**src/verilog/cfd_pkg.sv**
```systemverilog
// Constants for the fetch, execute and data space decode core.
// Assumes a single clock and a synchronous, active-low reset.
package cfd_pkg;

	// ****************************************
	// Widths and reset values
	// ****************************************
	localparam int          PC_W     = 23;
	localparam int          DA_W     = 24;
	localparam logic [22:0] PC_RESET = 23'h00_0000;
	localparam int          RSTK_N   = 4;

	// ****************************************
	// Instruction fields
	// ****************************************
	localparam int OP_HI  = 15;
	localparam int OP_LO  = 12;
	localparam int RD_HI  = 9;
	localparam int RD_LO  = 5;
	localparam int RR_HI  = 4;
	localparam int RR_LO  = 0;
	localparam int IRD_HI = 10;
	localparam int IRD_LO = 6;
	localparam int IOA_HI = 5;
	localparam int IOA_LO = 0;
	localparam int SUB_HI = 11;
	localparam int SUB_LO = 8;
	localparam int K_HI   = 7;
	localparam int K_LO   = 0;
	localparam int OFS_HI = 11;
	localparam int OFS_LO = 0;
	localparam int PS_HI  = 1;
	localparam int PS_LO  = 0;
	localparam int UNA_B  = 0;

	// ****************************************
	// Opcodes
	// ****************************************
	localparam logic [3:0] OP_NOP   = 4'h0;
	localparam logic [3:0] OP_ADD   = 4'h1;
	localparam logic [3:0] OP_SUB   = 4'h2;
	localparam logic [3:0] OP_AND   = 4'h3;
	localparam logic [3:0] OP_LDI   = 4'h4;
	localparam logic [3:0] OP_SUBI  = 4'h5;
	localparam logic [3:0] OP_UNA   = 4'h6;
	localparam logic [3:0] OP_IN    = 4'h7;
	localparam logic [3:0] OP_OUT   = 4'h8;
	localparam logic [3:0] OP_LD    = 4'h9;
	localparam logic [3:0] OP_ST    = 4'hA;
	localparam logic [3:0] OP_RJMP  = 4'hB;
	localparam logic [3:0] OP_RCALL = 4'hC;
	localparam logic [3:0] OP_RET   = 4'hD;
	localparam logic [3:0] OP_MISC  = 4'hE;
	localparam logic [3:0] OP_BREQ  = 4'hF;
	localparam logic [3:0] MS_SETX  = 4'h0;
	localparam logic [3:0] MS_SETP  = 4'h1;
	localparam logic [3:0] MS_IJMP  = 4'h2;
	localparam logic [3:0] MS_SPM   = 4'h3;
	localparam logic [3:0] MS_LPM   = 4'h4;
	localparam logic [4:0] LDI_BASE = 5'h10;
	localparam logic [4:0] R_ZERO   = 5'h00;

	// ****************************************
	// Data space map, region codes
	// ****************************************
	localparam logic [23:0] IO_LAST    = 24'h00_0FFF;
	localparam logic [23:0] DIO_LAST   = 24'h00_003F;
	localparam logic [23:0] EEP_FIRST  = 24'h00_1000;
	localparam logic [23:0] EEP_LAST   = 24'h00_1FFF;
	localparam logic [23:0] SRAM_FIRST = 24'h00_2000;
	localparam logic [23:0] SRAM_LAST  = 24'h00_5FFF;
	localparam logic [3:0]  RG_IO      = 4'h1;
	localparam logic [3:0]  RG_EEP     = 4'h2;
	localparam logic [3:0]  RG_SRAM    = 4'h4;
	localparam logic [3:0]  RG_EXT     = 4'h8;

	// ****************************************
	// Program memory sections and lock codes
	// ****************************************
	localparam logic [22:0] TABLE_FIRST = 23'h01_8000;
	localparam logic [22:0] BOOT_FIRST  = 23'h02_0000;
	localparam logic [1:0]  LOCK_NONE   = 2'h3;
	localparam logic [1:0]  LOCK_WR     = 2'h2;

	// ****************************************
	// Flag positions
	// ****************************************
	localparam int FL_C = 0;
	localparam int FL_Z = 1;
	localparam int FL_N = 2;

endpackage : cfd_pkg

```
**src/verilog/cfd_core.sv**
```systemverilog
// CPU core: prefetch, single-cycle execute, data space decode, self-programming.
// Assumes program memory answers combinationally to pm_addr_o, and data memory
// answers combinationally to the registered data request outputs.
// Behaviour
// - Program fetch and data access use separate ports that work independently.
// - Next instruction is fetched while the current one executes.
// - Single-cycle instructions complete one per clock.
// - Two registers are read and combined within one clock.
// - Operations on register pairs, register with constant, and single register.
// - Flags are updated after every arithmetic or logic operation.
// - Four register pairs (0x1A, 0x1C, 0x1E, 0x00) serve as 16-bit data pointers; the pair at 0x1E also points into program.
// - Program and data addresses reach 16MB each without banking.
// - Peripheral registers occupy the lowest 4KB of data space.
// - The lowest 64 I/O locations reachable by I/O and data accesses.
// - I/O 0x0040 to 0x0FFF reachable only by data loads and stores.
// - Data 0x1000 to 0x1FFF is reserved for the mapped nonvolatile data.
// - Internal SRAM starts at data address 0x2000.
// - Instructions come only from program memory, never from data RAM.
// - Self-program store works only when executed from the boot section.
// - Each program section has lock bits blocking writes or reads and writes.
// - Fetch starts at address zero; program counter holds next fetch address.
module cfd_core (
	// Clock and reset
	input  wire logic        ref_clk_i,
	input  wire logic        rst_n_i,
	// Program memory port
	output logic      [22:0] pm_addr_o,
	output logic             pm_rd_o,
	input  wire logic [15:0] pm_data_i,
	// Data memory port
	output logic      [23:0] dm_addr_o,
	output logic             dm_re_o,
	output logic             dm_we_o,
	output logic      [7:0]  dm_wdata_o,
	output logic      [3:0]  dm_region_o,
	output logic             dm_io_direct_o,
	input  wire logic [7:0]  dm_rdata_i,
	// Self-programming port
	output logic             spm_req_o,
	output logic             spm_denied_o,
	output logic      [22:0] spm_addr_o,
	output logic      [15:0] spm_data_o,
	// Section locks
	input  wire logic [1:0]  lock_app_i,
	input  wire logic [1:0]  lock_tbl_i,
	input  wire logic [1:0]  lock_boot_i,
	// Status
	output logic      [2:0]  flags_o
);
	// ****************************************
	// State and storage
	// ****************************************
	typedef enum logic [2:0] {
		ST_EXEC = 3'b001,
		ST_LDW  = 3'b010,
		ST_LPMW = 3'b100
	} cfd_state_e;

	cfd_state_e  state;
	logic [22:0] pc;
	logic [22:0] ir_pc;
	logic [15:0] ir;
	logic        ir_valid;
	logic [7:0]  dext;
	logic [7:0]  pext;
	logic [4:0]  ld_dst;
	logic        lpm_hi;
	logic [1:0]  lpm_lock;
	logic [22:0] rstk [cfd_pkg::RSTK_N];
	logic [1:0]  rsp;

	// ****************************************
	// Decode and execute
	// ****************************************
	logic [3:0]  op;
	logic [3:0]  sub;
	logic [7:0]  kval;
	logic [4:0]  ra_addr;
	logic [4:0]  rb_addr;
	logic [7:0]  ra;
	logic [7:0]  rb;
	logic [15:0] ptr;
	logic [15:0] pair0;
	logic [22:0] rel_tgt;
	logic [22:0] z_word;
	logic        exe;
	logic        rf_we;
	logic [4:0]  rf_waddr;
	logic [7:0]  rf_wdata;
	logic        alu_op;
	logic [8:0]  alu_res;
	logic        take_jump;
	logic [22:0] jump_tgt;
	logic        d_re;
	logic        d_we;
	logic        d_io;
	logic [23:0] d_addr;
	logic [3:0]  d_region;
	logic [7:0]  lpm_byte;

	assign op      = ir[cfd_pkg::OP_HI:cfd_pkg::OP_LO];
	assign sub     = ir[cfd_pkg::SUB_HI:cfd_pkg::SUB_LO];
	assign kval    = ir[cfd_pkg::K_HI:cfd_pkg::K_LO];
	assign exe     = ir_valid && state == ST_EXEC;
	assign rel_tgt = ir_pc + 23'h00_0001
		+ 23'(signed'(ir[cfd_pkg::OFS_HI:cfd_pkg::OFS_LO]));
	assign z_word  = {pext[6:0], ptr};
	assign ra_addr = (op == cfd_pkg::OP_LDI || op == cfd_pkg::OP_SUBI)
		? cfd_pkg::LDI_BASE + {1'b0, ir[cfd_pkg::SUB_HI:cfd_pkg::SUB_LO]}
		: (op == cfd_pkg::OP_OUT) ? ir[cfd_pkg::IRD_HI:cfd_pkg::IRD_LO]
		: ir[cfd_pkg::RD_HI:cfd_pkg::RD_LO];
	assign rb_addr = ir[cfd_pkg::RR_HI:cfd_pkg::RR_LO];

	cfd_regfile u_rf (
		.ref_clk_i (ref_clk_i),
		.rst_n_i   (rst_n_i),
		.we_i      (rf_we),
		.waddr_i   (rf_waddr),
		.wdata_i   (rf_wdata),
		.ra_addr_i (ra_addr),
		.rb_addr_i (rb_addr),
		.ra_o      (ra),
		.rb_o      (rb),
		.ptr_lo_i  (op == cfd_pkg::OP_MISC ? 5'h1E : 5'h1A + {2'h0, ir[1:0], 1'b0}),
		.ptr_o     (ptr),
		.pair0_o   (pair0)
	);

	cfd_region u_dec (
		.addr_i   (d_addr),
		.region_o (d_region)
	);

	assign lpm_byte = (lpm_lock[1] == 1'b0) ? 8'h00 : (lpm_hi ? pm_data_i[15:8] : pm_data_i[7:0]);

	always_comb begin
		rf_we     = 1'b0;
		rf_waddr  = ra_addr;
		rf_wdata  = 8'h00;
		alu_op    = 1'b0;
		alu_res   = 9'h000;
		take_jump = 1'b0;
		jump_tgt  = rel_tgt;
		d_re      = 1'b0;
		d_we      = 1'b0;
		d_io      = 1'b0;
		d_addr    = {dext, ptr};
		if (state == ST_LDW) begin
			rf_we    = 1'b1;
			rf_waddr = ld_dst;
			rf_wdata = dm_rdata_i;
		end else if (state == ST_LPMW) begin
			rf_we    = 1'b1;
			rf_waddr = cfd_pkg::R_ZERO;
			rf_wdata = lpm_byte;
		end else if (exe) begin
			case (op)
				cfd_pkg::OP_ADD: begin
					alu_op  = 1'b1;
					alu_res = {1'b0, ra} + {1'b0, rb};
				end
				cfd_pkg::OP_SUB: begin
					alu_op  = 1'b1;
					alu_res = {1'b0, ra} - {1'b0, rb};
				end
				cfd_pkg::OP_AND: begin
					alu_op  = 1'b1;
					alu_res = {1'b0, ra & rb};
				end
				cfd_pkg::OP_SUBI: begin
					alu_op  = 1'b1;
					alu_res = {1'b0, ra} - {1'b0, kval};
				end
				cfd_pkg::OP_UNA: begin
					alu_op  = 1'b1;
					alu_res = ir[cfd_pkg::UNA_B] ? {1'b0, ra} - 9'h001 : {1'b0, ra} + 9'h001;
				end
				cfd_pkg::OP_LDI: begin
					rf_we    = 1'b1;
					rf_wdata = kval;
				end
				cfd_pkg::OP_IN, cfd_pkg::OP_OUT: begin
					d_re   = op == cfd_pkg::OP_IN;
					d_we   = op == cfd_pkg::OP_OUT;
					d_io   = 1'b1;
					d_addr = 24'(ir[cfd_pkg::IOA_HI:cfd_pkg::IOA_LO]);
				end
				cfd_pkg::OP_LD: d_re = 1'b1;
				cfd_pkg::OP_ST: d_we = 1'b1;
				cfd_pkg::OP_RJMP, cfd_pkg::OP_RCALL: take_jump = 1'b1;
				cfd_pkg::OP_RET: begin
					take_jump = 1'b1;
					jump_tgt  = rstk[rsp - 2'h1];
				end
				cfd_pkg::OP_BREQ: take_jump = flags_o[cfd_pkg::FL_Z];
				cfd_pkg::OP_MISC: begin
					if (sub == cfd_pkg::MS_IJMP) begin
						take_jump = 1'b1;
						jump_tgt  = z_word;
					end
				end
				default: begin
				end
			endcase
			if (alu_op) begin
				rf_we    = 1'b1;
				rf_wdata = alu_res[7:0];
			end
		end
	end

	// ****************************************
	// Fetch and program counter
	// ****************************************
	// Fetch only ever reads the program port
	always_ff @(posedge ref_clk_i) begin
		if (!rst_n_i) begin
			pc        <= cfd_pkg::PC_RESET;
			pm_addr_o <= cfd_pkg::PC_RESET;
			pm_rd_o   <= 1'b0;
			ir        <= 16'h0000;
			ir_pc     <= cfd_pkg::PC_RESET;
			ir_valid  <= 1'b0;
		end else begin
			pm_rd_o <= 1'b1;
			if (state == ST_LPMW) begin
				pm_addr_o <= pc;
			end else if (state == ST_EXEC && pm_rd_o) begin
				if (exe && take_jump) begin
					pc        <= jump_tgt;
					pm_addr_o <= jump_tgt;
					ir_valid  <= 1'b0;
				end else begin
					ir        <= pm_data_i;
					ir_pc     <= pc;
					ir_valid  <= 1'b1;
					pc        <= pc + 23'h00_0001;
					pm_addr_o <= (exe && op == cfd_pkg::OP_MISC && sub == cfd_pkg::MS_LPM)
						? z_word : pc + 23'h00_0001;
				end
			end
		end
	end

	always_ff @(posedge ref_clk_i) begin
		if (!rst_n_i) begin
			state    <= ST_EXEC;
			ld_dst   <= 5'h00;
			lpm_hi   <= 1'b0;
			lpm_lock <= cfd_pkg::LOCK_NONE;
		end else begin
			case (state)
				ST_EXEC: begin
					if (d_re) begin
						state  <= ST_LDW;
						ld_dst <= d_io ? ir[cfd_pkg::IRD_HI:cfd_pkg::IRD_LO] : ra_addr;
					end else if (exe && op == cfd_pkg::OP_MISC && sub == cfd_pkg::MS_LPM) begin
						state    <= ST_LPMW;
						lpm_hi   <= dext[0];
						lpm_lock <= z_word >= cfd_pkg::BOOT_FIRST ? lock_boot_i
							: z_word >= cfd_pkg::TABLE_FIRST ? lock_tbl_i : lock_app_i;
					end
				end
				ST_LDW:  state <= ST_EXEC;
				ST_LPMW: state <= ST_EXEC;
				default: state <= ST_EXEC;
			endcase
		end
	end

	// ****************************************
	// Flags, extension bytes, return stack
	// ****************************************
	always_ff @(posedge ref_clk_i) begin
		if (!rst_n_i) begin
			flags_o <= 3'h0;
		end else if (alu_op) begin
			flags_o[cfd_pkg::FL_C] <= alu_res[8];
			flags_o[cfd_pkg::FL_Z] <= alu_res[7:0] == 8'h00;
			flags_o[cfd_pkg::FL_N] <= alu_res[7];
		end
	end

	always_ff @(posedge ref_clk_i) begin
		if (!rst_n_i) begin
			dext <= 8'h00;
			pext <= 8'h00;
		end else if (exe && op == cfd_pkg::OP_MISC) begin
			if (sub == cfd_pkg::MS_SETX) begin
				dext <= kval;
			end
			if (sub == cfd_pkg::MS_SETP) begin
				pext <= kval;
			end
		end
	end

	always_ff @(posedge ref_clk_i) begin
		if (!rst_n_i) begin
			rsp <= 2'h0;
		end else if (exe && op == cfd_pkg::OP_RCALL) begin
			rstk[rsp] <= pc;
			rsp       <= rsp + 2'h1;
		end else if (exe && op == cfd_pkg::OP_RET) begin
			rsp <= rsp - 2'h1;
		end
	end

	// ****************************************
	// Data request outputs
	// ****************************************
	always_ff @(posedge ref_clk_i) begin
		if (!rst_n_i) begin
			dm_addr_o      <= 24'h00_0000;
			dm_re_o        <= 1'b0;
			dm_we_o        <= 1'b0;
			dm_wdata_o     <= 8'h00;
			dm_region_o    <= cfd_pkg::RG_IO;
			dm_io_direct_o <= 1'b0;
		end else begin
			dm_re_o        <= d_re;
			dm_we_o        <= d_we;
			dm_io_direct_o <= d_io;
			if (d_re || d_we) begin
				dm_addr_o   <= d_addr;
				dm_region_o <= d_region;
				dm_wdata_o  <= ra;
			end
		end
	end

	// ****************************************
	// Self-programming
	// ****************************************
	logic        spm_exe;
	logic [1:0]  spm_lock;
	assign spm_exe  = exe && op == cfd_pkg::OP_MISC && sub == cfd_pkg::MS_SPM;
	assign spm_lock = z_word >= cfd_pkg::BOOT_FIRST ? lock_boot_i
		: z_word >= cfd_pkg::TABLE_FIRST ? lock_tbl_i : lock_app_i;

	always_ff @(posedge ref_clk_i) begin
		if (!rst_n_i) begin
			spm_req_o    <= 1'b0;
			spm_denied_o <= 1'b0;
			spm_addr_o   <= cfd_pkg::PC_RESET;
			spm_data_o   <= 16'h0000;
		end else begin
			spm_req_o    <= spm_exe && ir_pc >= cfd_pkg::BOOT_FIRST
				&& spm_lock == cfd_pkg::LOCK_NONE;
			spm_denied_o <= spm_exe && !(ir_pc >= cfd_pkg::BOOT_FIRST
				&& spm_lock == cfd_pkg::LOCK_NONE);
			if (spm_exe) begin
				spm_addr_o <= z_word;
				spm_data_o <= pair0;
			end
		end
	end
endmodule : cfd_core

```
**src/verilog/cfd_regfile.sv**
```systemverilog
// Working register file: 32 x 8 bits, two operand ports, one write port.
// Assumes writes and reads on the same clock; reads are combinational.
module cfd_regfile (
	// Clock and reset
	input  wire logic       ref_clk_i,
	input  wire logic       rst_n_i,
	// Write port
	input  wire logic       we_i,
	input  wire logic [4:0] waddr_i,
	input  wire logic [7:0] wdata_i,
	// Operand ports
	input  wire logic [4:0] ra_addr_i,
	input  wire logic [4:0] rb_addr_i,
	output logic      [7:0] ra_o,
	output logic      [7:0] rb_o,
	// Pointer pairs
	input  wire logic [4:0] ptr_lo_i,
	output logic      [15:0] ptr_o,
	output logic      [15:0] pair0_o
);
	logic [7:0] regs [32];

	always_ff @(posedge ref_clk_i) begin
		if (!rst_n_i) begin
			for (int i = 0; i < 32; i++) begin
				regs[i] <= 8'h00;
			end
		end else if (we_i) begin
			regs[waddr_i] <= wdata_i;
		end
	end

	// Pairs: low byte at even index, high byte one above
	assign ra_o    = regs[ra_addr_i];
	assign rb_o    = regs[rb_addr_i];
	assign ptr_o   = {regs[ptr_lo_i + 5'h01], regs[ptr_lo_i]};
	assign pair0_o = {regs[5'h01], regs[5'h00]};

endmodule : cfd_regfile

```
**src/verilog/cfd_region.sv**
```systemverilog
// Data space address decoder: one-hot region of a 24-bit data address.
// Assumes the address is stable when it is sampled.
module cfd_region (
	// Address in, region out
	input  wire logic [23:0] addr_i,
	output logic      [3:0]  region_o
);
	always_comb begin
		if (addr_i <= cfd_pkg::IO_LAST) begin
			region_o = cfd_pkg::RG_IO;
		end else if (addr_i >= cfd_pkg::EEP_FIRST && addr_i <= cfd_pkg::EEP_LAST) begin
			region_o = cfd_pkg::RG_EEP;
		end else if (addr_i >= cfd_pkg::SRAM_FIRST && addr_i <= cfd_pkg::SRAM_LAST) begin
			region_o = cfd_pkg::RG_SRAM;
		end else begin
			region_o = cfd_pkg::RG_EXT;
		end
	end

endmodule : cfd_region

```
**config.mk**
```make
export PLATFORM = sky130hd
export DESIGN_NAME = cfd_core
export DESIGN_NICKNAME = d
export VERILOG_FILES = /design/src/verilog/cfd_pkg.sv /design/src/verilog/cfd_core.sv /design/src/verilog/cfd_regfile.sv /design/src/verilog/cfd_region.sv
export SDC_FILE = /design/constraint.sdc
export NUM_CORES = 1
export LEC_CHECK = 0
export BUFFER_PORTS_ARGS = -buffer_cell sky130_fd_sc_hd__buf_2
export CAP_MARGIN = 10
export CORE_ASPECT_RATIO = 2
export CORE_MARGIN = 4
export CORE_UTILIZATION = 39
export CTS_CLUSTER_SIZE = 8
export DETAILED_ROUTE_END_ITERATION = 16
export GPL_TIMING_DRIVEN = 0
export SLEW_MARGIN = 40
export SYNTH_ARGS = -nofsm -noshare
export SYNTH_HDL_FRONTEND = slang
export SYNTH_SLANG_ARGS = --single-unit
```
**constraint.sdc**
```tcl
create_clock -name ref_clk_i -period 6.6 [get_ports ref_clk_i]
set_clock_uncertainty 0.05 [all_clocks]
set_input_delay 0.33 -clock ref_clk_i [delete_from_list [all_inputs] [get_ports ref_clk_i]]
set_output_delay 0.33 -clock ref_clk_i [all_outputs]
set_load 0.005 [all_outputs]
```
==> results.cfg, run 1 <==
[drt]
wl_per_cell_um = 37.5
drcViolationCount = 0
routed_wl_mm = 157
drtIter0Drc = 2509
wl_met3_mm = 10.6
drtAntennaViolNets = 0
routed.top_layer = met5
via_per_inst = 6.30
wl_met2_mm = 77.3
vias = 26300
dr.pass1.iters = 6
m1WireLength_mm = 43.6

[synth]
synth_seq_cells = 550
synthesis.nets = 2946
synth-simple-area-share_pct = 16.0
synth-edff-count = 348
synth_xor_area_share_pct = 1.43
netlist_area_sq_um = 29500
synth_compound_area_share_pct = 13.8
synth-seq-area-share_pct = 49.2
synth-warning-count = 0
syn-mean-instance-area_sq_um = 10.3
synthArstFlopShare_pct = 0
syn_inst = 2874
synth_cell_types = 81
synth_top_family_by_area = simple AND/OR/NAND/NOR gates
synth_fa_ha_area_share_pct = 1.75
synthMuxAreaShare_pct = 14.4
synth_ff_type = edfxtp_1

[setup_path]
cpMaxStageDelayCell = a211oi_2
timing.rr.end = u_rf.regs[3][1]$_SDFFCE_PN0P_
timing.rr.start = ir[8]$_SDFFE_PN0P_
startpoint_type = register
worstSetupEndpointType = register
criticalPathCategory = reg -> reg
cp.arrival_ns = 7.05
ff2ff_path_depth = 17
crit_chain = clkbuf_1 -> clkbuf_1 -> nor2_1 -> a22o_1 -> nand2_1 -> o22ai_1 -> o41ai_4 -> o21a_2 -> ha_1 -> inv_1 -> fa_1 -> nand2_1 -> o31a_1 -> nor2_1 -> a211oi_2 -> clkbuf_2 -> nor2_1
cpMostUsedCell = nor2_1
crit_path_max_fanout = 10
required_ns = 6.95
r2r_slack_ns = -0.10
cpPeakStageDelay_ns = 0.77

[finish]
nets = 3198
finalNonFillerCells = 4178
num-fill-cells = 7301
synthToLayoutAreaGrowth_pct = 17.5
final_cell_area_sq_um = 34600
drive_above_1_share_pct = 18.0

[sta]
max_freq_mhz = 149
tightest_slew_ns = 0.956
setup_viol = 30
layout_setup_ws_ns = -0.100
final.period_utilization_pct = 102
rsz0062_at_grt = no
holdWs_ns = 0.0380
slew_viol_final = 0
setup_tns_ns = -1.48
finalCriticalPeriod_ns = 6.70
relSlewSlack_pct = 35.9
hold_viol = 0

[grt]
grt_use_total_pct = 38.5
antenna_found_initial = 10
grt_max_degree = 24
grt_pass1_wl_mm = 212
grt_pass1_vias = 26600
globalRouteOverflowTotal = 0

[cts]
clockBufferDepth = 3
cts_tree = built
cts_buffers = 78
cts_max_level = 3
cts.clk_slew.worst_paths_ns = 0.05
worstSkewPairLatency_ns = 0.71
root_buffer = clkbuf_16
cts_num_sinks = 550

[floorplan]
fp.dieW_um = 202
core-area_sq_um = 75000
dieArea_sq_um = 80300
start_util_pct = 39.3
io_pins = 139
rows = 142
die_y_um = 397

[outcome]
violations = negative setup slack
status = complete, but fails checks

[power]
p_per_area_nw_per_um2 = 264
ir_worst_vdd_mv = 0.204
p_leak_uw = 0.0127

[placement]
dpl.hpwl_mm = 123
place_area_sq_um = 31800
dp_cells = 4030
gp_congestion = 1.10
place.port_buffers = 138

[worst_hold_path]
min_to = spm_req_o$_SDFF_PN0_
worstHoldStart = lock_tbl_i[0]
hold_path_depth = 5
hold_path_class = in -> reg

[job]
cap_violations = 0
## registers in the layout, indices dropped and copies added, names as in the netlist, 7 cells and up, named ones only
signal and flops:
spm_data_o 16, spm_addr_o 23, rstk 92, dm_addr_o 24
dext 8, ir 16, pext 7, pc 23
ir_pc 23, pm_addr_o 23, u_rf.regs 256, dm_wdata_o 8
## per-layer routing
layer	global-route usage (%)	vias to the layer above
met5	0.431	-
li1	-	11100
met1	32.7	12800
met4	45.7	4
met2	67.0	1592
met3	8.94	819
## kinds of logic (layout without fill, tap and decap cells)
| group | after synthesis | after routing |
|---|---|---|
| xor+xnor | 48 | 48 |
| other cells | 0 | 5 |
| compound gates | 630 | 630 |
| flops | 550 | 550 |
| fa+ha+maj | 40 | 40 |
| simple gates | 1084 | 1084 |
| mux | 285 | 285 |
| buf+inv | 237 | 528 |
## worst max path at each step
stage	start	to	cells after the start
finish	ir[8]$_SDFFE_PN0P_	u_rf.regs[3][1]$_SDFFCE_PN0P_	17
global route	ir[13]$_SDFFE_PN0P_	u_rf.regs[6][4]$_SDFFCE_PN0P_	22
CTS	register	u_rf.regs[9][7]$_SDFFCE_PN0P_	24
detailed placement	register	u_rf.regs[4][5]$_SDFFCE_PN0P_	21
global placement	register	u_rf.regs[30][7]$_SDFFCE_PN0P_	23
floorplan	register	u_rf.regs[20][7]$_SDFFCE_PN0P_	23
## cells in the mapped netlist (all sizes together) (10+ instances only)
| cell | number | area, sq um |
|---|---|---|
| a2111oi | 17 | 149 |
| a211oi | 62 | 470 |
| a21o | 16 | 120 |
| a21oi | 251 | 1370 |
| a221oi | 18 | 176 |
| a22oi | 30 | 225 |
| a31oi | 27 | 169 |
| and2 | 23 | 144 |
| and3 | 38 | 238 |
| buf | 62 | 352 |
| clkbuf | 149 | 559 |
| dfxtp | 202 | 4040 |
| edfxtp | 348 | 10500 |
| ha | 38 | 475 |
| inv | 26 | 97.6 |
| mux2i | 168 | 1710 |
| mux4 | 108 | 2430 |
| nand2 | 390 | 1460 |
| nand2b | 13 | 81.3 |
| nand3 | 71 | 355 |
| nor2 | 433 | 1630 |
| nor2b | 30 | 188 |
| nor3 | 21 | 105 |
| nor3b | 13 | 109 |
| nor4 | 10 | 62.6 |
| o21a | 16 | 120 |
| o21ai | 80 | 404 |
| o22ai | 47 | 294 |
| xnor2 | 25 | 219 |
| xor2 | 23 | 201 |
## metrics by stage
step                      util, %  power (uW)  setup slack [ns]
after floorplan                 -        4580              1.07
after global placement       41.9        5220             -2.04
after detailed placement     42.5        5250             -1.27
after CTS                    45.9        9010            0.0299
after global routing         46.2        9280          0.000660
final                        46.2        9120            -0.100
## area by class of cell
type,count,area (sq um),share of cell area [%]
Clock inverter,8,149,0.430
Antenna cell,5,12.5,0.0361
Buffer,211,1050,3.05
Inverter,26,97.6,0.282
Clock buffer,111,2080,6.00
Multi-Input combinational cell,2087,14500,41.8
Tap cell,1008,1260,3.64
Timing Repair Buffer,172,1020,2.94
Sequential cell,550,14500,41.9
## critical path, delay by kind of cell, from the launching register on
family | cells | cell delay (ns)
AND/OR/NAND/NOR | 5 | 1.00
flip-flops | 1 | 0.34
adder cells (fa/ha/maj) | 2 | 0.62
AO/OA/AOI/OAI | 6 | 2.66
buffers and inverters | 4 | 1.69
## placed cells by master, fill, tap and decap left out, drive strengths merged, types with 6 or more instances in the layout
cell         instances
nor3                21
clkbuf             266
inv                 30
a21oi              251
and3                38
a22oi               30
nand3               71
o22ai               47
nor3b               13
o31ai                9
xnor2               25
xor2                23
o21a                16
edfxtp             348
a221oi              18
a2111oi             17
dlygate4sd3         17
a211oi              62
mux2                 9
buf                211
o211ai               9
nor4                10
nand2b              13
dfxtp              202
mux4               108
nand2              390
nand3b               9
ha                  38
nor2b               30
mux2i              168
and2                23
o21ai               80
a21o                16
o31a                 6
nor2               433
a31oi               27
## power breakdown
group	switching, uW	total (uW)	leakage, uW	internal (uW)
sequential	109	3830	0.00518	3720
combinational	1040	1490	0.00646	450
clock	1620	3800	0.00107	2180
total	2770	9120	0.0127	6350
## repair_timing
action / in CTS / in global routing
cloned: 0 / 0
resized for setup: 31 / 25
setup buffers: 5 / 2
endpoints found under the setup margin: 223 / 182
pin swaps: 2 / 2
hold endpoints to repair: 22 / 0
hold buffers: 17 / 0
Power figures use the tool's default switching activity.
==> inputs of run 2 (changes only) <==
Settings changed: ABC_AREA set to 1, CTS_CLUSTER_DIAMETER set to 200.
Clock period 6.6 ns to 5.65 ns, I/O delays scaled along.
==> results.cfg, run 2 <==
[setup_path]
path_buf_inv = 7
startpoint_type = register
worstSetupEndpointType = register
ff2ff_path_depth = 25
cp-startpoint = ir[5]$_SDFFE_PN0P_
timing.rr.end = u_rf.regs[12][7]$_SDFFCE_PN0P_
crit_end = u_rf.regs[12][7]$_SDFFCE_PN0P_
criticalPathCategory = reg -> reg
worst-path-stages = 25
crit_path_max_fanout = 11
cp.arrival_ns = 5.90
required_ns = 6.00
cpPeakStageDelay_ns = 0.59
timing.rr.start = ir[5]$_SDFFE_PN0P_
r2r_slack_ns = 0.1
cpMostUsedCell = nand2_1
cpMaxStageDelayCell = nand2_1
cpLargestDelayFamily = simple AND/OR/NAND/NOR gates

[cts]
clockBufferDepth = 3
cts_buffers = 78
root_buffer = clkbuf_16
cts_num_sinks = 550
cts_max_level = 3
worstSkewPairLatency_ns = 0.68
cts_tree = built
cts.clk_slew.worst_paths_ns = 0.06

[drt]
drtIter0Drc = 3099
via_per_inst = 6.10
wl_per_cell_um = 34.0
drcViolationCount = 0
drtAntennaViolNets = 0
routed_wl_mm = 171
dr.pass1.iters = 7
vias = 30700

[power]
p_int_uw = 7660
p_sw_share_pct = 33.9
seqPwrFrac_pct = 38.9
ir_worst_vdd_mv = 0.324
power_uw = 11600
p_per_area_nw_per_um2 = 332
p_clk_share_pct = 38.8
p_leak_uw = 0.0133
power_switching_uw = 3930
comb_power_share_pct = 22.3

[sta]
holdWs_ns = 0.0409
final.period_utilization_pct = 98.3
rsz0062_at_grt = no
setup_tns_ns = 0
tightest_slew_ns = 0.977
slew_viol_final = 0
setup_viol = 0
max_freq_mhz = 180
hold_viol = 0
finalCriticalPeriod_ns = 5.55
relSlewSlack_pct = 34.8

[grt]
grt_pass1_wl_mm = 234
grt_pass1_vias = 30900
antenna_found_initial = 4
grt_use_total_pct = 41.3
grt_max_degree = 20
globalRouteOverflowTotal = 0

[job]
cap_violations = 0

[floorplan]
core-area_sq_um = 75900
die_y_um = 399
start_util_pct = 39.3
io_pins = 139
fp.dieW_um = 204
rows = 143
dieArea_sq_um = 81300

[finish]
final_cell_area_sq_um = 34900
top_register = u_rf.regs
final_common_cell = nand2_1
drive_above_1_share_pct = 12.0
largest_register_ff_count = 256
final_cell_mix = 784 x nand2_1, 471 x nor2_1, 378 x nand3_1
utilization_pct = 46.0
synthToLayoutAreaGrowth_pct = 16.9
reg_top3 = u_rf.regs (256), rstk (92), dm_addr_o (24)
nets = 4043

[synth]
synth-seq-area-share_pct = 48.6
yosys.cell_count.top_type = nand2_1
synth_cell_types = 59
synthesis.nets = 3793
synth_seq_cells = 550
synth-edff-count = 348
netlist_area_sq_um = 29800
synth_ff_type = edfxtp_1
synthArstFlopShare_pct = 0
synthDominantCellAreaShare_pct = 35.0
syn-mean-instance-area_sq_um = 8.02
netlist_top_cells_count = 793 x nand2_1, 477 x nor2_1, 384 x nand3_1
syn_inst = 3721
yosys.area.top_type = edfxtp_1
synthTopCellsByArea = edfxtp_1 35%, dfxtp_1 14%, nand2_1 10%
synth-warning-count = 0

[worst_hold_path]
hold_path_depth = 3
hold_path_class = in -> reg

[outcome]
status = finished clean

[placement]
dpl.hpwl_mm = 136
gp_congestion = 1.08
place_area_sq_um = 32100
place.port_buffers = 138
run 2: cell count changes in the layout (fill, tap and decap cells not counted), sizes merged, moves of 74 or more:
cell    before  now
o211ai       9   83
mux4       108    0
nand2      390  814
inv         30  235
nand3       71  386
mux2i      168    5
o21ai       80  318
run 2: cells by family after synthesis:
group	count (synthesis)	share of synthesized area, %
multiplexers	5	0.168
buffers and inverters	488	7.05
XOR/XNOR	33	0.969
flip-flops	550	48.6
AO/OA/AOI/OAI	862	17.1
adder cells (fa/ha/maj)	40	1.73
AND/OR/NAND/NOR	1743	24.4
run 2: layout make-up:
type,count,area [sq um]
clock inverters,4,48.8
well taps,1015,1270
clock buffers,125,2170
repair buffers,172,1050
fillers,7815,41000
flip-flops and latches,550,14500
plain buffers,243,1390
inverters,243,933
multi-input cells,2683,13500
diodes,3,7.51
run 2: stage by stage:
| step | std cells | setup slack [ns] |
|---|---|---|
| global route | 5036 | 0.0110 |
| floorplan | 3721 | 1.07 |
| CTS | 5032 | 0.00831 |
| detailed placement | 4888 | -1.69 |
| finish | 5038 | 0.0969 |
| global placement | 4874 | -1.96 |
run 2: tightest hold or removal path, delay by kind of cell:
kind	cells	cell delay, ns
AOI/OAI and AO/OA	2	0.37
buffers and inverters	1	0.09
run 2: timing repair:
| action | in CTS | in global routing |
|---|---|---|
| endpoints found under the hold margin | 18 | 0 |
| hold buffers | 15 | 0 |
| gates resized for setup | 73 | 57 |
| endpoints found under the setup margin | 256 | 168 |
| pin swaps | 0 | 5 |
| setup buffers | 2 | 3 |
run 2: how the worst min path moves through the flow:
stage | slack [ns] | from | end
3_3_place_gp | 0.39 | rst_n_i | pm_rd_o$_DFF_P_
3_5_place_dp | 0.39 | rst_n_i | pm_rd_o$_DFF_P_
6_report | 0.04 | lock_boot_i[1] | lpm_lock[1]$_SDFFE_PN1P_
4_1_cts | 0.003 | pm_data_i[15] | ir[15]$_SDFFE_PN0P_
5_1_grt | 0.04 | pm_data_i[15] | ir[15]$_SDFFE_PN0P_
2_1_floorplan | 0.26 | rst_n_i | pm_rd_o$_DFF_P_
run 2: power groups by stage:
stage	Clock (uW)	Combinational, uW	Sequential (uW)
3_3_place_gp	0	2360	4580
2_1_floorplan	0	1340	4500
3_5_place_dp	0	2390	4580
5_1_grt	4660	2680	4510
4_1_cts	4510	2440	4500
6_report	4500	2580	4510
run 2: routing by layer:
layer | global-route usage [%] | up-vias | routed length, um
li1 | - | 13400 | -
met1 | 36.3 | 14600 | 49600
met2 | 72.0 | 1857 | 83600
met3 | 8.38 | 906 | 11600
met4 | 48.3 | 0 | 26200
met5 | 0 | - | 0
